**config.mk**
```make
export PLATFORM = sky130hd
export DESIGN_NAME = psw_top
export DESIGN_NICKNAME = d
export VERILOG_FILES = /design/src/hw/psw_pkg.sv /design/src/hw/psw_wd_osc.sv /design/src/hw/psw_top.sv
export VERILOG_INCLUDE_DIRS = /design/src /design/src/hw
export SDC_FILE = /design/constraint.sdc
export NUM_CORES = 1
export LEC_CHECK = 0
export BUFFER_PORTS_ARGS = -buffer_cell sky130_fd_sc_hd__buf_2
export CAP_MARGIN = 10
export CORE_ASPECT_RATIO = 0.9
export CORE_MARGIN = 2
export CORE_UTILIZATION = 52
export DETAILED_ROUTE_END_ITERATION = 12
export GPL_TIMING_DRIVEN = 0
export PLACE_DENSITY = 0.84
export SYNTH_ARGS = -nofsm -noshare
export SYNTH_HDL_FRONTEND = slang
export SYNTH_HIERARCHICAL = 1
export SYNTH_SLANG_ARGS = --single-unit
```
**constraint.sdc**
```tcl
create_clock -name sys_clk -period 4.5 [get_ports sys_clk]
set_input_delay 0.9 -clock sys_clk [delete_from_list [all_inputs] [get_ports sys_clk]]
set_output_delay 0.9 -clock sys_clk [all_outputs]
set_load 0.01 [all_outputs]
```
**src/hw/psw_defines.svh**
```systemverilog
`ifndef PSW_DEFINES_SVH
`define PSW_DEFINES_SVH

// ----------------------------------------
// Register offsets (byte addresses)
// ----------------------------------------
`define PSW_REG_REFRESH  8'h00
`define PSW_REG_START    8'h04
`define PSW_REG_PROTECT  8'h08
`define PSW_REG_OPTION   8'h0C
`define PSW_REG_COUNT    8'h10
`define PSW_REG_MON2     8'h14
`define PSW_REG_ISTAT    8'h18
`define PSW_REG_IMASK    8'h1C

// ----------------------------------------
// Field positions and values
// ----------------------------------------
`define PSW_DETECT_BIT   3
`define PSW_EV_UFL       0
`define PSW_EV_REFUSE    1
`define PSW_IMASK_RST    2'h0
`define PSW_REFRESH_A    8'h00
`define PSW_REFRESH_B    8'hFF
`define PSW_RELOAD_00    14'h03FF
`define PSW_RELOAD_01    14'h0FFF
`define PSW_RELOAD_10    14'h1FFF
`define PSW_RELOAD_11    14'h3FFF
`define PSW_RESP_OKAY    2'h0
`define PSW_RESP_SLVERR  2'h2

// ----------------------------------------
// Timing
// ----------------------------------------
`define PSW_SYS_HZ       40000000
`define PSW_OSC_HZ       125000
`define PSW_OSC_DIV      (`PSW_SYS_HZ / `PSW_OSC_HZ)

`endif

```
**src/hw/psw_pkg.sv**
```systemverilog
// ----------------------------------------
// Types for the protected watchdog
// ----------------------------------------
package psw_pkg;

   // Option word one, latched while reset is high
   typedef struct packed {
      logic [5:0] rsvd;
      logic       prot_at_reset;
      logic       stopped_after_reset_opt;
   } psw_opt1_type;

   // Option word two: reload and window selects
   typedef struct packed {
      logic [3:0] rsvd;
      logic       refresh_window_sel_hi;
      logic       refresh_window_sel_lo;
      logic       reload_select_hi;
      logic       reload_select_lo;
   } psw_opt2_type;

   // Counter run state
   typedef enum logic {
      PSW_STOPPED  = 1'b0,
      PSW_COUNTING = 1'b1
   } psw_run_type;

   // Refresh sequence state
   typedef enum logic {
      PSW_SEQ_IDLE  = 1'b0,
      PSW_SEQ_ARMED = 1'b1
   } psw_seq_type;

endpackage : psw_pkg

```
**src/hw/psw_wd_osc.sv**
```systemverilog
`timescale 1ns/1ps
`default_nettype none

// ----------------------------------------
// Dedicated watchdog oscillator tick source
// ----------------------------------------
module psw_wd_osc #(
   parameter int DIV = 320
) (
   input  wire logic sys_clk,
   input  wire logic rst,
   input  wire logic run,
   output logic      dedicated_wd_osc_clock
);

   localparam int DW = $clog2(DIV);

   logic [DW-1:0] div_q;   // Divider phase

   // Divider; held at zero while stopped so a start begins a full cycle
   always_ff @(posedge sys_clk)
   begin
      if (rst || !run)
      begin
         div_q <= '0;
         dedicated_wd_osc_clock <= 1'b0;
      end
      else if (div_q == DW'(DIV - 1))
      begin
         div_q <= '0;
         dedicated_wd_osc_clock <= 1'b1;
      end
      else
      begin
         div_q <= div_q + 1'b1;
         dedicated_wd_osc_clock <= 1'b0;
      end
   end

endmodule : psw_wd_osc

`default_nettype wire

```
**src/hw/psw_top.sv**
```systemverilog
// Summary of operation
// (RULE1) Counter runs from dedicated oscillator, not CPU
// (RULE2) Decrement once per oscillator cycle
// (RULE3) Two-bit option selects reload; 00b gives 03FFh
// (RULE4) Reload on 00h/FFh sequence, reset, underflow
// (RULE5) Stop-after-reset option: wait for start write
// (RULE6) Otherwise start counting right after reset
// (RULE7) Once started, counting never halts
// (RULE8) Stop mode refused while protection enabled
// (RULE9) Underflow always raises watchdog reset
// (RULE10) Oscillator runs whenever protection bit is one; here it is also held until run_q reaches counting
// (RULE11) Watchdog interrupt is non-maskable
// (RULE12) Three sources share one interrupt vector
// (RULE13) Detect flag set on interrupt, cleared writing 0
// (RULE14) Software refreshes after watchdog interrupt
// (RULE15) FFh refreshes only right after 00h
// (RULE16) Reload option used only in protection mode
// (RULE17) Refresh accepted only inside selected window; here any refresh passes while the counter is not counting
//
// Local design decisions: the register offsets and the AXI4-Lite slave port.
`timescale 1ns/1ps
`default_nettype none
`include "psw_defines.svh"

module psw_top #(
   parameter int OSC_DIV = `PSW_OSC_DIV,
   parameter int CNT_W   = 14
) (
   input  wire logic                sys_clk,
   input  wire logic                rst,
   input  wire logic [7:0]          awaddr,
   input  wire logic                awvalid,
   output logic                     awready,
   input  wire logic [31:0]         wdata,
   input  wire logic [3:0]          wstrb,
   input  wire logic                wvalid,
   output logic                     wready,
   output logic [1:0]               bresp,
   output logic                     bvalid,
   input  wire logic                bready,
   input  wire logic [7:0]          araddr,
   input  wire logic                arvalid,
   output logic                     arready,
   output logic [31:0]              rdata,
   output logic [1:0]               rresp,
   output logic                     rvalid,
   input  wire logic                rready,
   input  wire psw_pkg::psw_opt1_type option_word_one,
   input  wire psw_pkg::psw_opt2_type option_word_two,
   input  wire logic                stop_req,
   output logic                     stop_grant,
   input  wire logic                osc_detect_evt,
   input  wire logic                mon2_evt,
   output logic                     wdt_reset,
   output logic                     shared_nmi,
   output logic                     irq
);

   // ----------------------------------------
   // Helpers
   // ----------------------------------------
   function automatic logic dec_ok(input logic [7:0] a);
      case (a)
         `PSW_REG_REFRESH, `PSW_REG_START, `PSW_REG_PROTECT,
         `PSW_REG_OPTION, `PSW_REG_COUNT, `PSW_REG_MON2,
         `PSW_REG_ISTAT, `PSW_REG_IMASK: dec_ok = 1'b1;
         default: dec_ok = 1'b0;
      endcase
   endfunction : dec_ok

   // Reload value from the option field
   function automatic logic [CNT_W-1:0] reload_of(input logic [1:0] s);
      case (s)
         2'b00:   reload_of = CNT_W'(`PSW_RELOAD_00);
         2'b01:   reload_of = CNT_W'(`PSW_RELOAD_01);
         2'b10:   reload_of = CNT_W'(`PSW_RELOAD_10);
         default: reload_of = CNT_W'(`PSW_RELOAD_11);
      endcase
   endfunction : reload_of

   // ----------------------------------------
   // State
   // ----------------------------------------
   psw_pkg::psw_opt1_type opt1_q;     // Latched option word one
   psw_pkg::psw_opt2_type opt2_q;     // Latched option word two
   psw_pkg::psw_run_type  run_q;      // Counting or held
   psw_pkg::psw_seq_type  seq_q;      // Refresh sequence
   logic                  prot_q;     // source_protect_en
   logic                  post_rst_q; // First cycle after reset
   logic [CNT_W-1:0]      cnt_q;      // Down-counter
   logic                  detect_q;   // wd_detect_flag
   logic [1:0]            istat_q;    // Sticky events
   logic [1:0]            imask_q;    // Event mask
   logic                  aw_q, w_q;  // Write halves held
   logic [7:0]            waddr_q;    // Held write address
   logic [31:0]           wdata_q;    // Held write data
   logic [3:0]            wstrb_q;    // Held strobes
   logic                  tick;       // Oscillator cycle
   logic [CNT_W-1:0]      reload;     // Active reload value
   logic [CNT_W-1:0]      win_lim;    // Refresh window limit
   logic                  counting;   // Counter advancing
   logic                  wr_fire;    // Register write now
   logic                  wr_ref;     // Byte to refresh_reg
   logic                  refresh_ok; // Accepted refresh
   logic                  refused;    // Refresh out of window
   logic                  ufl_evt;    // Underflow this cycle

   // ----------------------------------------
   // Decode and reload
   // ----------------------------------------
   // Reload field honoured only with protection on [RULE16]
   assign reload = prot_q ?
      reload_of({opt2_q.reload_select_hi,
                 opt2_q.reload_select_lo}) :          // [RULE3]
      CNT_W'(`PSW_RELOAD_00);

   // Window limit as a share of the full period [RULE17]
   always_comb
   begin
      case ({opt2_q.refresh_window_sel_hi,
             opt2_q.refresh_window_sel_lo})
         2'b00:   win_lim = reload;
         2'b01:   win_lim = reload - (reload >> 2);
         2'b10:   win_lim = reload >> 1;
         default: win_lim = reload >> 2;
      endcase
   end

   assign counting = (run_q == psw_pkg::PSW_COUNTING) && prot_q;
   assign wr_fire  = aw_q && w_q && !bvalid;
   assign wr_ref   = wr_fire && wstrb_q[0]
                     && (waddr_q == `PSW_REG_REFRESH);
   // Second byte accepted only after the first [RULE15]
   assign refresh_ok = wr_ref && (seq_q == psw_pkg::PSW_SEQ_ARMED)
                     && (wdata_q[7:0] == `PSW_REFRESH_B)
                     && (!counting || cnt_q <= win_lim); // [RULE17]
   assign refused  = wr_ref && (seq_q == psw_pkg::PSW_SEQ_ARMED)
                     && (wdata_q[7:0] == `PSW_REFRESH_B)
                     && !refresh_ok;
   // Underflow on the tick that would pass one [RULE2]
   assign ufl_evt  = counting && tick && (cnt_q <= CNT_W'(1));

   // ----------------------------------------
   // Oscillator
   // ----------------------------------------
   // Runs whenever protection is on and the count is live;
   // held otherwise so the prescaler stops too [RULE10] [RULE1]
   psw_wd_osc #(
      .DIV (OSC_DIV)
   ) u_osc (
      .sys_clk                (sys_clk),
      .rst                    (rst),
      .run                    (counting),
      .dedicated_wd_osc_clock (tick)
   );

   // ----------------------------------------
   // Options and protection
   // ----------------------------------------
   // Nonvolatile words caught while reset is held
   always_ff @(posedge sys_clk)
   begin
      if (rst)
      begin
         opt1_q <= option_word_one;
         opt2_q <= option_word_two;
      end
   end

   // Protection bit: can be set by software, never cleared
   always_ff @(posedge sys_clk)
   begin
      if (rst)
         prot_q <= option_word_one.prot_at_reset;
      else if (wr_fire && wstrb_q[0]
               && waddr_q == `PSW_REG_PROTECT && wdata_q[0])
         prot_q <= 1'b1;
   end

   // Marks the cycle after reset release
   always_ff @(posedge sys_clk)
   begin
      post_rst_q <= rst;
   end

   // ----------------------------------------
   // Run control
   // ----------------------------------------
   // No branch returns to stopped outside reset [RULE7]
   always_ff @(posedge sys_clk)
   begin
      if (rst)
         run_q <= psw_pkg::PSW_STOPPED;
      else
      begin
         case (run_q)
            psw_pkg::PSW_STOPPED:
            begin
               // Auto start [RULE6]
               if (post_rst_q && !opt1_q.stopped_after_reset_opt)
                  run_q <= psw_pkg::PSW_COUNTING;
               // Start register write [RULE5]
               else if (wr_fire && waddr_q == `PSW_REG_START)
                  run_q <= psw_pkg::PSW_COUNTING;
            end
            default: run_q <= psw_pkg::PSW_COUNTING;
         endcase
      end
   end

   // Stop mode refused under protection [RULE8]
   assign stop_grant = stop_req && !prot_q;

   // ----------------------------------------
   // Refresh sequence
   // ----------------------------------------
   // Any byte other than 00h disarms [RULE15]
   always_ff @(posedge sys_clk)
   begin
      if (rst)
         seq_q <= psw_pkg::PSW_SEQ_IDLE;
      else if (wr_ref)
      begin
         if (wdata_q[7:0] == `PSW_REFRESH_A)
            seq_q <= psw_pkg::PSW_SEQ_ARMED;
         else
            seq_q <= psw_pkg::PSW_SEQ_IDLE;
      end
   end

   // ----------------------------------------
   // Counter
   // ----------------------------------------
   // Reload on reset, refresh and underflow [RULE4]
   always_ff @(posedge sys_clk)
   begin
      if (rst)
         cnt_q <= CNT_W'(`PSW_RELOAD_00);
      else if (post_rst_q || refresh_ok || ufl_evt)
         cnt_q <= reload;
      else if (counting && tick)
         cnt_q <= cnt_q - 1'b1;                       // [RULE2]
   end

   // Underflow always resets the system [RULE9]
   always_ff @(posedge sys_clk)
   begin
      if (rst)
         wdt_reset <= 1'b0;
      else
         wdt_reset <= ufl_evt;
   end

   // ----------------------------------------
   // Interrupts
   // ----------------------------------------
   // Detect flag; set wins over a clearing write [RULE13]
   always_ff @(posedge sys_clk)
   begin
      if (rst)
         detect_q <= 1'b0;
      else if (ufl_evt)
         detect_q <= 1'b1;
      else if (wr_fire && wstrb_q[0] && waddr_q == `PSW_REG_MON2
               && !wdata_q[`PSW_DETECT_BIT])
         detect_q <= 1'b0;
   end

   // Shared vector, no mask applies [RULE11] [RULE12]
   assign shared_nmi = wdt_reset || osc_detect_evt || mon2_evt;

   // Sticky events, write one to clear, set wins
   always_ff @(posedge sys_clk)
   begin
      if (rst)
         istat_q <= 2'h0;
      else
      begin
         if (wr_fire && wstrb_q[0] && waddr_q == `PSW_REG_ISTAT)
            istat_q <= istat_q & ~wdata_q[1:0];
         if (ufl_evt)
            istat_q[`PSW_EV_UFL] <= 1'b1;
         if (refused)
            istat_q[`PSW_EV_REFUSE] <= 1'b1;
      end
   end

   // Event mask
   always_ff @(posedge sys_clk)
   begin
      if (rst)
         imask_q <= `PSW_IMASK_RST;
      else if (wr_fire && wstrb_q[0] && waddr_q == `PSW_REG_IMASK)
         imask_q <= wdata_q[1:0];
   end

   assign irq = |(istat_q & imask_q);

   // ----------------------------------------
   // AXI4-Lite write channel
   // ----------------------------------------
   assign awready = !aw_q && !bvalid;
   assign wready  = !w_q && !bvalid;

   // Address and data may arrive in either order
   always_ff @(posedge sys_clk)
   begin
      if (rst)
      begin
         aw_q    <= 1'b0;
         w_q     <= 1'b0;
         waddr_q <= 8'h00;
         wdata_q <= 32'h0000_0000;
         wstrb_q <= 4'h0;
         bvalid  <= 1'b0;
         bresp   <= `PSW_RESP_OKAY;
      end
      else
      begin
         if (awvalid && awready)
         begin
            aw_q    <= 1'b1;
            waddr_q <= awaddr;
         end
         if (wvalid && wready)
         begin
            w_q     <= 1'b1;
            wdata_q <= wdata;
            wstrb_q <= wstrb;
         end
         if (wr_fire)
         begin
            aw_q   <= 1'b0;
            w_q    <= 1'b0;
            bvalid <= 1'b1;
            bresp  <= dec_ok(waddr_q) ? `PSW_RESP_OKAY
                                      : `PSW_RESP_SLVERR;
         end
         else if (bvalid && bready)
            bvalid <= 1'b0;
      end
   end

   // ----------------------------------------
   // AXI4-Lite read channel
   // ----------------------------------------
   assign arready = !rvalid;

   // One-cycle registered read
   always_ff @(posedge sys_clk)
   begin
      if (rst)
      begin
         rvalid <= 1'b0;
         rdata  <= 32'h0000_0000;
         rresp  <= `PSW_RESP_OKAY;
      end
      else if (arvalid && arready)
      begin
         rvalid <= 1'b1;
         rresp  <= dec_ok(araddr) ? `PSW_RESP_OKAY : `PSW_RESP_SLVERR;
         rdata  <= 32'h0000_0000;
         case (araddr)
            `PSW_REG_PROTECT: rdata[0]   <= prot_q;
            `PSW_REG_OPTION:  rdata[15:0] <= {opt2_q, opt1_q};
            `PSW_REG_COUNT:   rdata[CNT_W-1:0] <= cnt_q;
            `PSW_REG_MON2:
               rdata[`PSW_DETECT_BIT] <= detect_q;
            `PSW_REG_ISTAT:   rdata[1:0] <= istat_q;
            `PSW_REG_IMASK:   rdata[1:0] <= imask_q;
            // Write-only and unmapped read as zero
            default:          rdata <= 32'h0000_0000;
         endcase
      end
      else if (rready)
         rvalid <= 1'b0;
   end
endmodule : psw_top

`default_nettype wire

```
Word-level counts from Yosys, hierarchy flattened
Memory sizes are Yosys's and may differ from the RTL's. A register that Yosys moved wholly into a read port is not among the register bits.
Index checks and enable logic that the tools add are counted.
W data, S select, Z words.
{ "totals": {"rom_bits": 64, "word_cells": 151, "mem_count": 2, "register_bits": 91} }
{ "classes": {"n_eq_ne": 17, "n_addsub": 3, "bitwise_logic": 3, "reduce_logical": 57, "magnitude_cmp": 2, "n_mux": 37} }
{ "memory_table": {"columns": ["name", "words", "width", "read_ports", "rd_ports_with_merged_regs", "write_ports", "line_no", "source"], "rows": [
  ["(no name shown)", 32, 1, 1, 1, 0, "psw_top.sv:63", "case (a)"],
  ["(no name shown)", 32, 1, 1, 0, 0, "psw_top.sv:63", null]
]} }
{ "op_table": {"columns": ["operator", "n"], "rows": [
  ["$pmux W14 S3", 2],
  ["$eq A8 B5 Y1 const B", 7],
  ["$mux W14", 3],
  ["$logic_and A1 B1 Y1", 26],
  ["$eq A8 B4 Y1 const B", 3],
  ["$mux W1", 21],
  ["$pmux W10 S2", 1],
  ["$logic_not A8 Y1", 2],
  ["$le A14 B1 Y1 const B", 1],
  ["$le A14 B14 Y1", 1],
  ["$reduce_bool A2 Y1", 7],
  ["$sub A14 B1 Y14 const B", 1],
  ["$sub A14 B12 Y14", 1],
  ["$mux W5", 2],
  ["$add A9 B1 Y9 const B", 1],
  ["$eq A9 B9 Y1 const B", 1],
  ["$logic_not A1 Y1", 9],
  ["$eq A8 B3 Y1 const B", 1],
  ["$eq A8 B8 Y1 const B", 1],
  ["$mux W2", 4],
  ["$logic_not A3 Y1", 2],
  ["$logic_or A1 B1 Y1", 6],
  ["$reduce_or A2 Y1", 3],
  ["$pmux W1 S5", 1],
  ["other kinds (8)", 12]
]} }

Longest topological paths before layout
Gate-level depths: netlist of the first run.
{ "logic_depth": {"depth_word": 11, "mapped_depth": 14} }

Hierarchy
Netlist of the first run, hierarchy kept.
{ "modules_own_cells": {"columns": ["mod", "area_each_um2", "cells_each", "n_inst"], "rows": [
  ["psw_top", 3955.0, 449, 1],
  ["psw_wd_osc", 460.4, 47, 1]
]} }

Worst setup path after synthesis of the first run
No wires, ideal clock.
{ "synth_path": {"kind": "register -> register", "from": "register opt2_q[1] in the netlist's numbering", "to": "register cnt_q[0]", "path_stages_with_launch": 14, "required_ns": 4.371, "slack_ns": 1.206, "t_arrival_ns": 3.165, "period_less_slack_ns": 3.294, "n_path_buf": 1, "path_cell_list": "edfxtp_1 > o21ai_1 > ha_1 > fa_1 > nor2_1 > a21oi_1 > ha_1 > nand4_1 > o221a_2 > a21oi_2 > o21ai_2 > nor2_1 > buf_2 > o211ai_1"} }
{ "synth_via": {"elab_chain_len": 11} }
{ "synth_rtl": {"columns": ["item", "line_no", "source"], "rows": [
  ["from (decl)", "psw_top.sv:85", "psw_pkg::psw_opt2_type opt2_q;"],
  ["from (signal assigned)", "psw_top.sv:166", "opt2_q <= option_word_two;"],
  ["$eq A2 B2 Y1 (tied with other cells)", "psw_top.sv:73", "case (s)"],
  ["$pmux W14 S3 (*)", "psw_top.sv:73", null],
  ["$mux W14 (*)", "psw_top.sv:112", "assign reload = prot_q ?"],
  ["$sub A14 B12 Y14", "psw_top.sv:123", "2'b01: win_lim = reload - (reload >> 2);"],
  ["$pmux W14 S3 (*)", "psw_top.sv:120", "case ({opt2_q.refresh_window_sel_hi,"],
  ["$le A14 B14 Y1 (*)", "psw_top.sv:136", "&& (!counting || cnt_q <= win_lim);"],
  ["$logic_or A1 B1 Y1 (*)", "psw_top.sv:136", null],
  ["$logic_and A1 B1 Y1 (*)", "psw_top.sv:134", "assign refresh_ok = wr_ref && (seq_q == psw_pkg::PSW_SEQ_ARMED)"],
  ["$logic_or A1 B1 Y1 (*) (2 in a row)", "psw_top.sv:239", "else if (post_rst_q || refresh_ok || ufl_evt)"],
  ["$mux W14 / $reduce_bool A2 Y1 (equally long branches)", null, null],
  ["to (signal assigned)", "psw_top.sv:238", "cnt_q <= CNT_W'(`PSW_RELOAD_00);"],
  ["to (signal assigned)", "psw_top.sv:240", "cnt_q <= reload;"],
  ["to (signal assigned)", "psw_top.sv:242", "cnt_q <= cnt_q - 1'b1;"],
  ["to (decl)", "psw_top.sv:90", "logic [CNT_W-1:0] cnt_q;"]
]} }
Every way passes the cells marked *; elsewhere a longest branch is shown, timed or not.
A chain may end at the register's enable or synchronous reset.

Worst setup path in the final report of the first run
{ "layout_path": {"from": "register opt2_q[1] in the netlist's numbering", "to": "register cnt_q[5]"} }
Same word-level chain as after synthesis.

==> results of run 1 <==
==> how the worst min path moves through the flow <==
stage	from	end	slack, ps
floorplan	register	bresp[1]	400
global placement	register	bresp[1]	410
detailed placement	register	bresp[1]	420
CTS	rdata[14]	rdata[14]	470
global route	rdata[15]	rdata[15]	480
finish	rdata[15]	rdata[15]	460
==> sequential cells by signal, indices dropped and copies added (netlist names), named ones only <==
| name | flops |
|---|---|
| aw_q | 1 |
| bresp | 1 |
| bvalid | 1 |
| cnt_q | 14 |
| detect_q | 1 |
| imask_q | 2 |
| istat_q | 2 |
| opt1_q | 8 |
| opt2_q | 8 |
| post_rst_q | 1 |
| prot_q | 1 |
| rdata | 16 |
| rresp | 1 |
| run_q | 1 |
| rvalid | 1 |
| seq_q | 1 |
| u_osc/dedicated_wd_osc_clock | 1 |
| u_osc/div_q | 9 |
| w_q | 1 |
| waddr_q | 8 |
| wdata_q | 8 |
| wdt_reset | 1 |
| wstrb_q | 1 |
==> kinds of logic (layout without fill, tap and decap cells) <==
logic type,count (synthesis),after routing,synth area share [%]
muxes,8,8,2.13
buffers and inverters,51,143,6.06
DFF,90,90,44.7
and+or+nand+nor,210,210,23.0
other,1,18,0.0849
adders and majority gates,19,19,5.55
xor gates and xnor gates,5,5,0.992
AOI/OAI and AO/OA,112,112,17.5
==> power by group <==
group	leakage, nW	internal (W)	total, W	switching (W)
clock network	0.110	0.000293	0.000583	0.000290
logic	1.28	0.0000978	0.000228	0.000130
registers	0.763	0.000862	0.000893	0.0000313
==> worst min-delay path, stage by stage (launching register included) <==
cell and delay (ps):
dfxtp_1 310, nand2_1 50, a21oi_1 50
==> metrics by stage <==
step | utilization, % | area (um2)
5_1_grt | 63.7 | 5190
3_3_place_gp | 61.2 | 4980
6_report | 63.7 | 5190
4_1_cts | 63.7 | 5190
3_5_place_dp | 61.2 | 4980
2_1_floorplan | - | 4480
==> synth_stat cells, types with 2 or more instances <==
cell	count	area share, %
dfxtp_1	73	33
nand2_1	71	6.0
nor2_1	49	4.2
a21oi_1	44	5.0
nor3_1	20	2.3
buf_4	19	3.2
ha_1	18	5.1
edfxtp_1	17	12
nand3_1	15	1.7
clkbuf_1	14	1.2
inv_1	14	1.2
a221oi_1	11	2.2
o21ai_0	11	1.2
nand4_1	10	1.4
mux2i_1	6	1.4
nor4_1	6	0.85
a211oi_1	5	0.85
and3_1	5	0.71
nor2b_1	5	0.71
a32o_1	4	0.91
and2_1	4	0.57
buf_2	4	0.45
nand2b_1	4	0.57
o21ai_1	4	0.45
o31ai_1	4	0.68
a22oi_1	3	0.51
nand4b_1	3	0.60
o21a_1	3	0.51
or3_1	3	0.43
xnor2_1	3	0.60
a21oi_2	2	0.40
o22ai_1	2	0.28
o41ai_1	2	0.40
xor2_1	2	0.40
==> per-layer routing <==
metal	track usage, %	share of wire (%)
met3	5.77	6.2
met2	40.9	50
met1	28.9	41
met5	0	0
met4	10.8	2.4
==> final cells by class <==
| type | count | area [um2] |
|---|---|---|
| repair buffers | 76 | 380 |
| inverters | 14 | 52.6 |
| clock buffers | 11 | 153 |
| plain buffers | 37 | 215 |
| fillers | 700 | 2950 |
| well taps | 99 | 124 |
| multi-input cells | 372 | 2240 |
| flip-flops and latches | 90 | 1970 |
| clock inverters | 5 | 56.3 |
==> summary.txt, run 1 <==
GRT
  • Vias in the first global route: 3821
  • Initial antenna violation count: 0
  • Total gr overflow: 0
  • First-pass GRT wire length: around 18 mm
  • Global-route usage over all layers: between 20% and 30%
  • Largest net degree at the start of global routing: 25

Finish
  • Final net count: 697
  • Post-Layout Cell Count: 704
  • Commonest non-fill, non-tap cell in the layout: buf_2
  • Layout area overhead: 17.6%
  • Antenna cells: 0
  • Fraction of layout instances using a drive strength above 1: 21.7%
  • Most frequent cells in the layout: 80 x buf_2, 73 x dfxtp_1, 71 x nand2_1, 49 x nor2_1, 44 x a21oi_1

Placed design
  • IO Port Bufs: 76
  • Cells after DPL: 688
  • Worst slack, placed: around 500 ps
  • Gpl congestion: about 0.93
  • Detailed Place HPWL: 8.08 mm

Setup path
  • FF-to-FF Start: opt2_q[1]
  • Critical path origin: opt2_q[1]
  • Critical Path Start Type: register
  • CP endpoint kind: register
  • Crit-path max FO: 10
  • Critical path class: register to register
  • CP arrival: 4210 ps
  • CP Depth: 13
  • Worst path top cell family by delay: compound AO/OA/AOI/OAI gates
  • Reg2reg end: cnt_q[5]
  • Reg-to-reg slack, setup: 520 ps
  • Worst EP required: 4730 ps
  • Worst path cell trace: o21ai_1, ha_1, fa_1, nor2_1, a21oi_1, ha_1, nand4_1, o221a_2, a21oi_2, o21ai_2, nor2_1, buf_2, nand3_1
  • Worst path max stage delay: 570 ps
  • CP Buf/Inv Count: 1
  • Critical-path top delay cell: o21ai_1
  • Worst-case reg-to-reg path depth: 13
  • Crit path capture: cnt_q[5]

Timing
  • Final setup fails: 0
  • Final worst-path cycle share: 88.5%
  • Hold Vio Cnt, Final: 0
  • Setup Skew: 8.98 ps
  • Rel. slew slack: around 57%
  • Slew at the pin closest to its max-slew limit: approximately 650 ps
  • Unrepaired setup endpoints after global routing: false
  • FMAX: 0.251 GHz
  • Final Critical Period: 3980 ps
  • Final worst slack: just over 500 ps
  • Setup TNS: 0 ps
  • Final Max Tran Viols: 0
  • Worst Hold Slack: 462 ps

CTS
  • Root Driver: clkbuf_8
  • Htree depth: 3
  • Clk_lat worst skew: 370 ps
  • Setup Buffers After CTS: 0
  • Cts hold-fix bufs: 0
  • CTS tree: built
  • Worst-path clk slew: 90 ps
  • Num CTS Buffers: 9
  • Clk sinks: 90
  • Cts repair resizes: 0
  • Max clock buf depth: 2

Detailed routing
  • Starting DRT DRC Count: 181
  • 1st-pass router iterations: 6
  • Detail-routed via count per cell: 5.71
  • DR DRC count: 0
  • WL final: 10.9 mm
  • Routed wire per std cell: 15.4 um
  • Detail Route Antenna Nets: 0
  • Vias: 4019

Floorplanning
  • IO Pins: between 100 and 150
  • Core Rows: 31
  • Initial Util: 54.2%
  • Die H: 91.4 um
  • CORE AREA: 0.00815 mm2
  • Die span in x: 101 um
  • Die area: 0.00925 mm2

Logic synthesis
  • Post-synth cell types: 70
  • Async SR Flop Fraction: 0%
  • Mapped Area: 0.00442 mm2
  • Register area share after synthesis: 44.7%
  • Syn Inst Count: 496
  • Post-synth EDFFs: 17
  • Post-Syn Area per Cell: 8.90 um2
  • Register bit count reported by yosys: 90
  • Main synth FF type: dfxtp_1
  • Ys Warns: 6

Pwr
  • P_leak: 2.15 nW
  • Power after layout: 0.00170 W
  • Peak VDD IR: 0.198 mV
  • Pwr dens: 328 mW/mm2

Job
  • Max cap viols: 0

Min path
  • Worst hold-check path type: register to register
  • Hold path depth: 2

Status
  • Outcome: complete, no violations
Power figures use the tool's default switching activity.
==> run 2, diff against run 1 <==
CORE_MARGIN = 1.5   (was 2)
MAX_ROUTING_LAYER = met4   (was unset)
==> run 2 against run 1 <==
Setup slack gained 0.51 ps. Final area shrank 0.55%. Count of clock-buffer cells in the layout is the same. Register-to-register slack is essentially flat. Final cell count is the same. Utilization shrank 0.35 points. Routed wire length shrank 3.4%. Combinational power is essentially flat. Maximum frequency is essentially flat. Die area shrank 2.1%. Critical endpoint unchanged.
==> summary.txt, run 2 (synthesis results as in run 1) <==
Status
  • Outcome: complete, no violations

Placed design
  • Placed instance area: 0.00498 mm2 (unchanged)
  • Detailed Place HPWL: 7.83 mm (-3.1%)
  • Worst slack, placed: 552 ps (+50.2 ps)
  • IO Port Bufs: 76 (unchanged)
  • Cells after DPL: 688 (unchanged)
  • Gpl congestion: 0.909 (-2.0%)

Timing
  • Hold Vio Cnt, Final: 0 (unchanged)
  • FMAX: 0.251 GHz (about the same)
  • Final worst-path cycle share: 88.5% (about the same)
  • Final Critical Period: 3980 ps (-0.513 ps)
  • Slew at the pin closest to its max-slew limit: 660 ps (+13.0 ps)
  • Final setup fails: 0 (unchanged)
  • Final Max Tran Viols: 0 (unchanged)
  • Worst Hold Slack: 422 ps (-40.4 ps)
  • Unrepaired setup endpoints after global routing: false
  • Setup Skew: 13.6 ps (+4.63 ps)
  • Rel. slew slack: 55.9% (-0.67 points)
  • Setup TNS: 0 ps (unchanged)
  • Final worst slack: 518 ps (+0.513 ps)

Floorplanning
  • Die span in x: 100 um (-0.99%)
  • IO Pins: 123 (unchanged)
  • Die H: 90.4 um (-1.1%)
  • Initial Util: 54.2% (unchanged)
  • Die area: 0.00905 mm2 (-2.1%)
  • Core Rows: 31 (unchanged)
  • CORE AREA: 0.00815 mm2 (unchanged)

Detailed routing
  • DR DRC count: 0 (unchanged)
  • Detail-routed via count per cell: 5.67 (-0.60%)
  • Vias: 3995 (-0.60%)
  • Routed wire per std cell: 14.9 um (-3.4%)
  • WL final: 10.5 mm (-3.4%)
  • 1st-pass router iterations: 5 (-1)
  • Starting DRT DRC Count: 184 (+1.7%)
  • Detail Route Antenna Nets: 0 (unchanged)

Setup path
  • CP arrival: 4190 ps (-20 ps)
  • Worst path max stage delay: 510 ps (-60 ps)
  • Worst path cell trace: o21ai_1, ha_1, fa_1, nor2_1, a21oi_1, ha_1, nand4_1, o221a_2, a21oi_2, o21ai_2, nor2_1, buf_2, nand3_1
  • Worst-case reg-to-reg path depth: 13 (unchanged)
  • Crit-path max FO: 10 (unchanged)
  • Critical-path top delay cell: o21ai_1
  • CP Buf/Inv Count: 1 (unchanged)
  • Critical path class: register to register
  • Critical Path Start Type: register
  • Worst EP required: 4710 ps (-20 ps)
  • Worst path top cell family by delay: compound AO/OA/AOI/OAI gates
  • CP Depth: 13 (unchanged)
  • CP endpoint kind: register

CTS
  • Htree depth: 3 (unchanged)
  • Clk_lat worst skew: 360 ps (about the same)
  • Setup Buffers After CTS: 0 (unchanged)
  • Cts repair resizes: 0 (unchanged)
  • Cts hold-fix bufs: 0 (unchanged)
  • Root Driver: clkbuf_8
  • Num CTS Buffers: 9 (unchanged)
  • Max clock buf depth: 2 (unchanged)
  • Worst-path clk slew: 90 ps (about the same)
  • CTS tree: built
  • Clk sinks: 90 (unchanged)

Min path
  • Hold path depth: 1 (-1)
  • Worst hold-check path type: register to register

Finish
  • Top flop regs: rdata x16, cnt_q x14, u_osc/div_q x9
  • Final net count: 697 (unchanged)
  • Most frequent cells in the layout: 80 x buf_2, 73 x dfxtp_1, 71 x nand2_1, 49 x nor2_1, 44 x a21oi_1
  • Post-route cell area: 0.00516 mm2 (-0.55%)
  • Fill count: 673 (-3.9%)
  • Commonest non-fill, non-tap cell in the layout: buf_2
  • Post-Layout Cell Count: 704 (unchanged)
  • Max reg flops: 16 (unchanged)
  • Layout area overhead: 16.9%
  • Largest Register: rdata
  • Fraction of layout instances using a drive strength above 1: 21.7% (unchanged)
  • Antenna cells: 0 (unchanged)

GRT
  • Total gr overflow: 0 (unchanged)
  • Vias in the first global route: 3749 (-1.9%)
  • Initial antenna violation count: 0 (unchanged)
  • Busiest grt layer: met2
  • GR Util met2: 41.7% (+0.72 points)
  • Global-route usage over all layers: 24.4% (+0.23 points)
  • GRT met3 Usage: 5.03% (-0.74 points)
  • Largest net degree at the start of global routing: 25 (unchanged)
  • GR Util met1: 29.2% (+0.26 points)
  • First-pass GRT wire length: 17.3 mm (-2.6%)

Pwr
  • P_leak: 2.13 nW (-0.68%)
  • Peak VDD IR: 0.226 mV (+14%)
  • Pwr dens: 315 mW/mm2 (-4.0%)

Job
  • Max cap viols: 0 (unchanged)
==> run 2: cell count changes in the layout (fill, tap and decap cells not counted), sizes merged <==
| cell | delta |
|---|---|
| bufinv | -1 |
| clkinv | +3 |
| inv | -2 |
==> run 2: final cells by class <==
cell class	count	area, um2	share of cell area, %
inverter	14	52.6	1.02
clock buffer	11	141	2.74
sequential	90	1970	38.2
tap	99	124	2.40
buffer	37	215	4.17
clock inverter	5	38.8	0.751
multi-input combinational	372	2240	43.4
timing repair buffer	76	380	7.37
==> run 2: final timing paths <==
path / startpoint / to / slack (ps)
hold reg to reg: register / bresp[1] / 420
hold / removal: register / bresp[1] / 420
setup reg to reg: opt2_q[0] / cnt_q[5] / 520
setup / recovery: opt2_q[0] / cnt_q[5] / 520
==> run 2: routing by layer <==
layer / part of all wire [%] / wire length [um] / vias up
li1: - / - / 1966
met5: 0 / 0 / -
met1: 43 / 4470 / 1859
met3: 6.4 / 667 / 20
met2: 50 / 5200 / 150
met4: 1.5 / 161 / 0
==> run 2: report_power, final <==
group | switching (W) | total (W) | internal [W]
registers | 0.0000314 | 0.000893 | 0.000862
logic | 0.000129 | 0.000226 | 0.0000977
clock network | 0.000287 | 0.000507 | 0.000220
==> run 2: metrics by stage <==
stage | utilization [%] | power (W)
CTS | 63.4 | 0.00163
global route | 63.4 | 0.00170
floorplan | - | 0.00105
global placement | 61.2 | 0.00112
finish | 63.4 | 0.00163
detailed placement | 61.2 | 0.00114
==> run 3, diff against run 2 <==
ABC_CLOCK_PERIOD_IN_PS = 4500   (was unset)
RECOVER_POWER = 100   (was unset)
==> run 3 against run 2 <==
Combinational power fell by 2%. Register-to-register slack barely moved. Total power fell by 0.20%. Final cell count did not move. Global-route usage did not move. Clock skew rose by 0.84 ps. Critical path type unchanged. Routed wire length rose by 0.28%. Maximum frequency barely moved. First-iteration DRC count rose by 9.8%.
==> summary.txt, run 3 (synthesis results as in run 1) <==
Detailed routing
  • Vias: 3979 (-0.40%)
  • Routed wire per std cell: 15.0 um (+0.28%)
  • DR DRC count: 0 (unchanged)
  • Detail Route Antenna Nets: 0 (unchanged)
  • WL final: 10.5 mm (+0.28%)
  • Detail-routed via count per cell: 5.65 (-0.40%)
  • 1st-pass router iterations: 4 (-1)
  • Starting DRT DRC Count: 202 (+9.8%)

GRT
  • First-pass GRT wire length: 17.3 mm (unchanged)
  • Global-route usage over all layers: 24.4% (unchanged)
  • Largest net degree at the start of global routing: 25 (unchanged)
  • Total gr overflow: 0 (unchanged)
  • Vias in the first global route: 3749 (unchanged)
  • Initial antenna violation count: 0 (unchanged)

Finish
  • Max reg flops: 16 (unchanged)
  • Top flop regs: rdata x16, cnt_q x14, u_osc/div_q x9
  • Largest Register: rdata
  • Final net count: 697 (unchanged)
  • Antenna cells: 0 (unchanged)
  • Register Area: 0.00197 mm2 (unchanged)
  • Most frequent cells in the layout: 73 x dfxtp_1, 71 x nand2_1, 49 x nor2_1, 48 x buf_2, 47 x clkbuf_1
  • Multi-input logic area: 0.00222 mm2 (-0.84%)
  • Commonest non-fill, non-tap cell in the layout: dfxtp_1
  • Post-Layout Cell Count: 704 (unchanged)
  • Fraction of layout instances using a drive strength above 1: 16.2% (-5.5 points)
  • Fill count: 697 (+3.6%)
  • Layout area overhead: 15.6%

Timing
  • Unrepaired setup endpoints after global routing: false
  • Final worst-path cycle share: 88.4% (about the same)
  • Rel. slew slack: 10.9% (-45 points)
  • FMAX: 0.251 GHz (about the same)
  • Slew at the pin closest to its max-slew limit: 1340 ps (+676 ps)
  • Final setup fails: 0 (unchanged)
  • Hold Vio Cnt, Final: 0 (unchanged)
  • Setup TNS: 0 ps (unchanged)
  • Setup Skew: 14.5 ps (+0.841 ps)
  • Final Critical Period: 3980 ps (-1.82 ps)
  • Final Max Tran Viols: 0 (unchanged)
  • Worst Hold Slack: 425 ps (+3.71 ps)

Setup path
  • Worst path cell trace: o21ai_1, ha_1, fa_1, nor2_1, a21oi_1, ha_1, nand4_1, o221a_2, a21oi_2, o21ai_2, nor2_1, buf_2, nand3_1
  • Critical-path top delay cell: o21ai_1
  • Crit-path max FO: 10 (unchanged)
  • Critical path class: register to register
  • Critical Path Start Type: register
  • CP arrival: 4190 ps (about the same)
  • CP endpoint kind: register
  • Worst EP required: 4710 ps (about the same)
  • CP Buf/Inv Count: 1 (unchanged)
  • Worst path max stage delay: 510 ps (about the same)
  • Worst path top cell family by delay: compound AO/OA/AOI/OAI gates

Pwr
  • Peak VDD IR: 0.224 mV (-0.72%)
  • Power after layout: 0.00162 W (-0.20%)
  • P_leak: 2.01 nW (-5.7%)
  • Pwr dens: 318 mW/mm2 (+0.95%)

Floorplanning
  • Die span in x: 100 um (unchanged)
  • IO Pins: 123 (unchanged)
  • Initial Util: 54.2% (unchanged)
  • Die area: 0.00905 mm2 (unchanged)
  • Core Rows: 31 (unchanged)
  • Die H: 90.4 um (unchanged)
  • CORE AREA: 0.00815 mm2 (unchanged)

CTS
  • Clk sinks: 90 (unchanged)
  • Max clock buf depth: 2 (unchanged)
  • Cts repair resizes: 0 (unchanged)
  • Root Driver: clkbuf_8
  • Cts hold-fix bufs: 0 (unchanged)
  • Setup Buffers After CTS: 0 (unchanged)
  • CTS tree: built
  • Num CTS Buffers: 9 (unchanged)
  • Worst-path clk slew: 90 ps (about the same)
  • Clk_lat worst skew: 360 ps (about the same)
  • Htree depth: 3 (unchanged)

Placed design
  • Gpl congestion: 0.909 (unchanged)
  • Cells after DPL: 688 (unchanged)
  • Detailed Place HPWL: 7.83 mm (unchanged)
  • IO Port Bufs: 76 (unchanged)

Status
  • Outcome: complete, no violations

Job
  • Max cap viols: 0 (unchanged)

Min path
  • Worst hold-check path type: register to register
[run 3: changes by cell type in the layout (fill, tap and decap cells not counted), sizes merged]
cell / before / now
clkbuf: 25 / 57
buf: 99 / 67
[run 3: final cells by class]
type	instances	area share [%]
multi-input cells	372	43.5
repair buffers	76	6.74
flip-flops and latches	90	38.6
clock buffers	11	2.77
inverters	14	1.03
plain buffers	37	4.14
clock inverters	5	0.760
well taps	99	2.43
[run 3: metrics by stage]
stage               utilization (%)  instance area [um2]  setup WS, ps
finish                         62.7                 5100           520
CTS                            63.4                 5160           534
floorplan                         -                 4480          1210
detailed placement             61.2                 4980           552
global placement               61.2                 4980           604
global route                   62.7                 5100           261
[run 3: final timing paths]
path	startpoint	to	slack [ps]	cells past startpoint
worst min register to register	register	bresp[1]	430	1
worst max-delay path	opt2_q[0]	cnt_q[5]	520	13
worst min-delay path	register	bresp[1]	430	1
worst max register to register	opt2_q[0]	cnt_q[5]	520	13
[run 3: metal layers]
metal	share of wire (%)	up-vias	global-route usage (%)
li1	-	1961	-
met2	49	146	41.7
met3	6.3	18	5.03
met5	0	-	-
met4	1.5	0	6.92
met1	43	1854	29.2
[run 3: where the power goes]
group	switching [W]	internal [W]
logic	0.000129	0.0000931
registers	0.0000317	0.000862
clock network	0.000288	0.000220
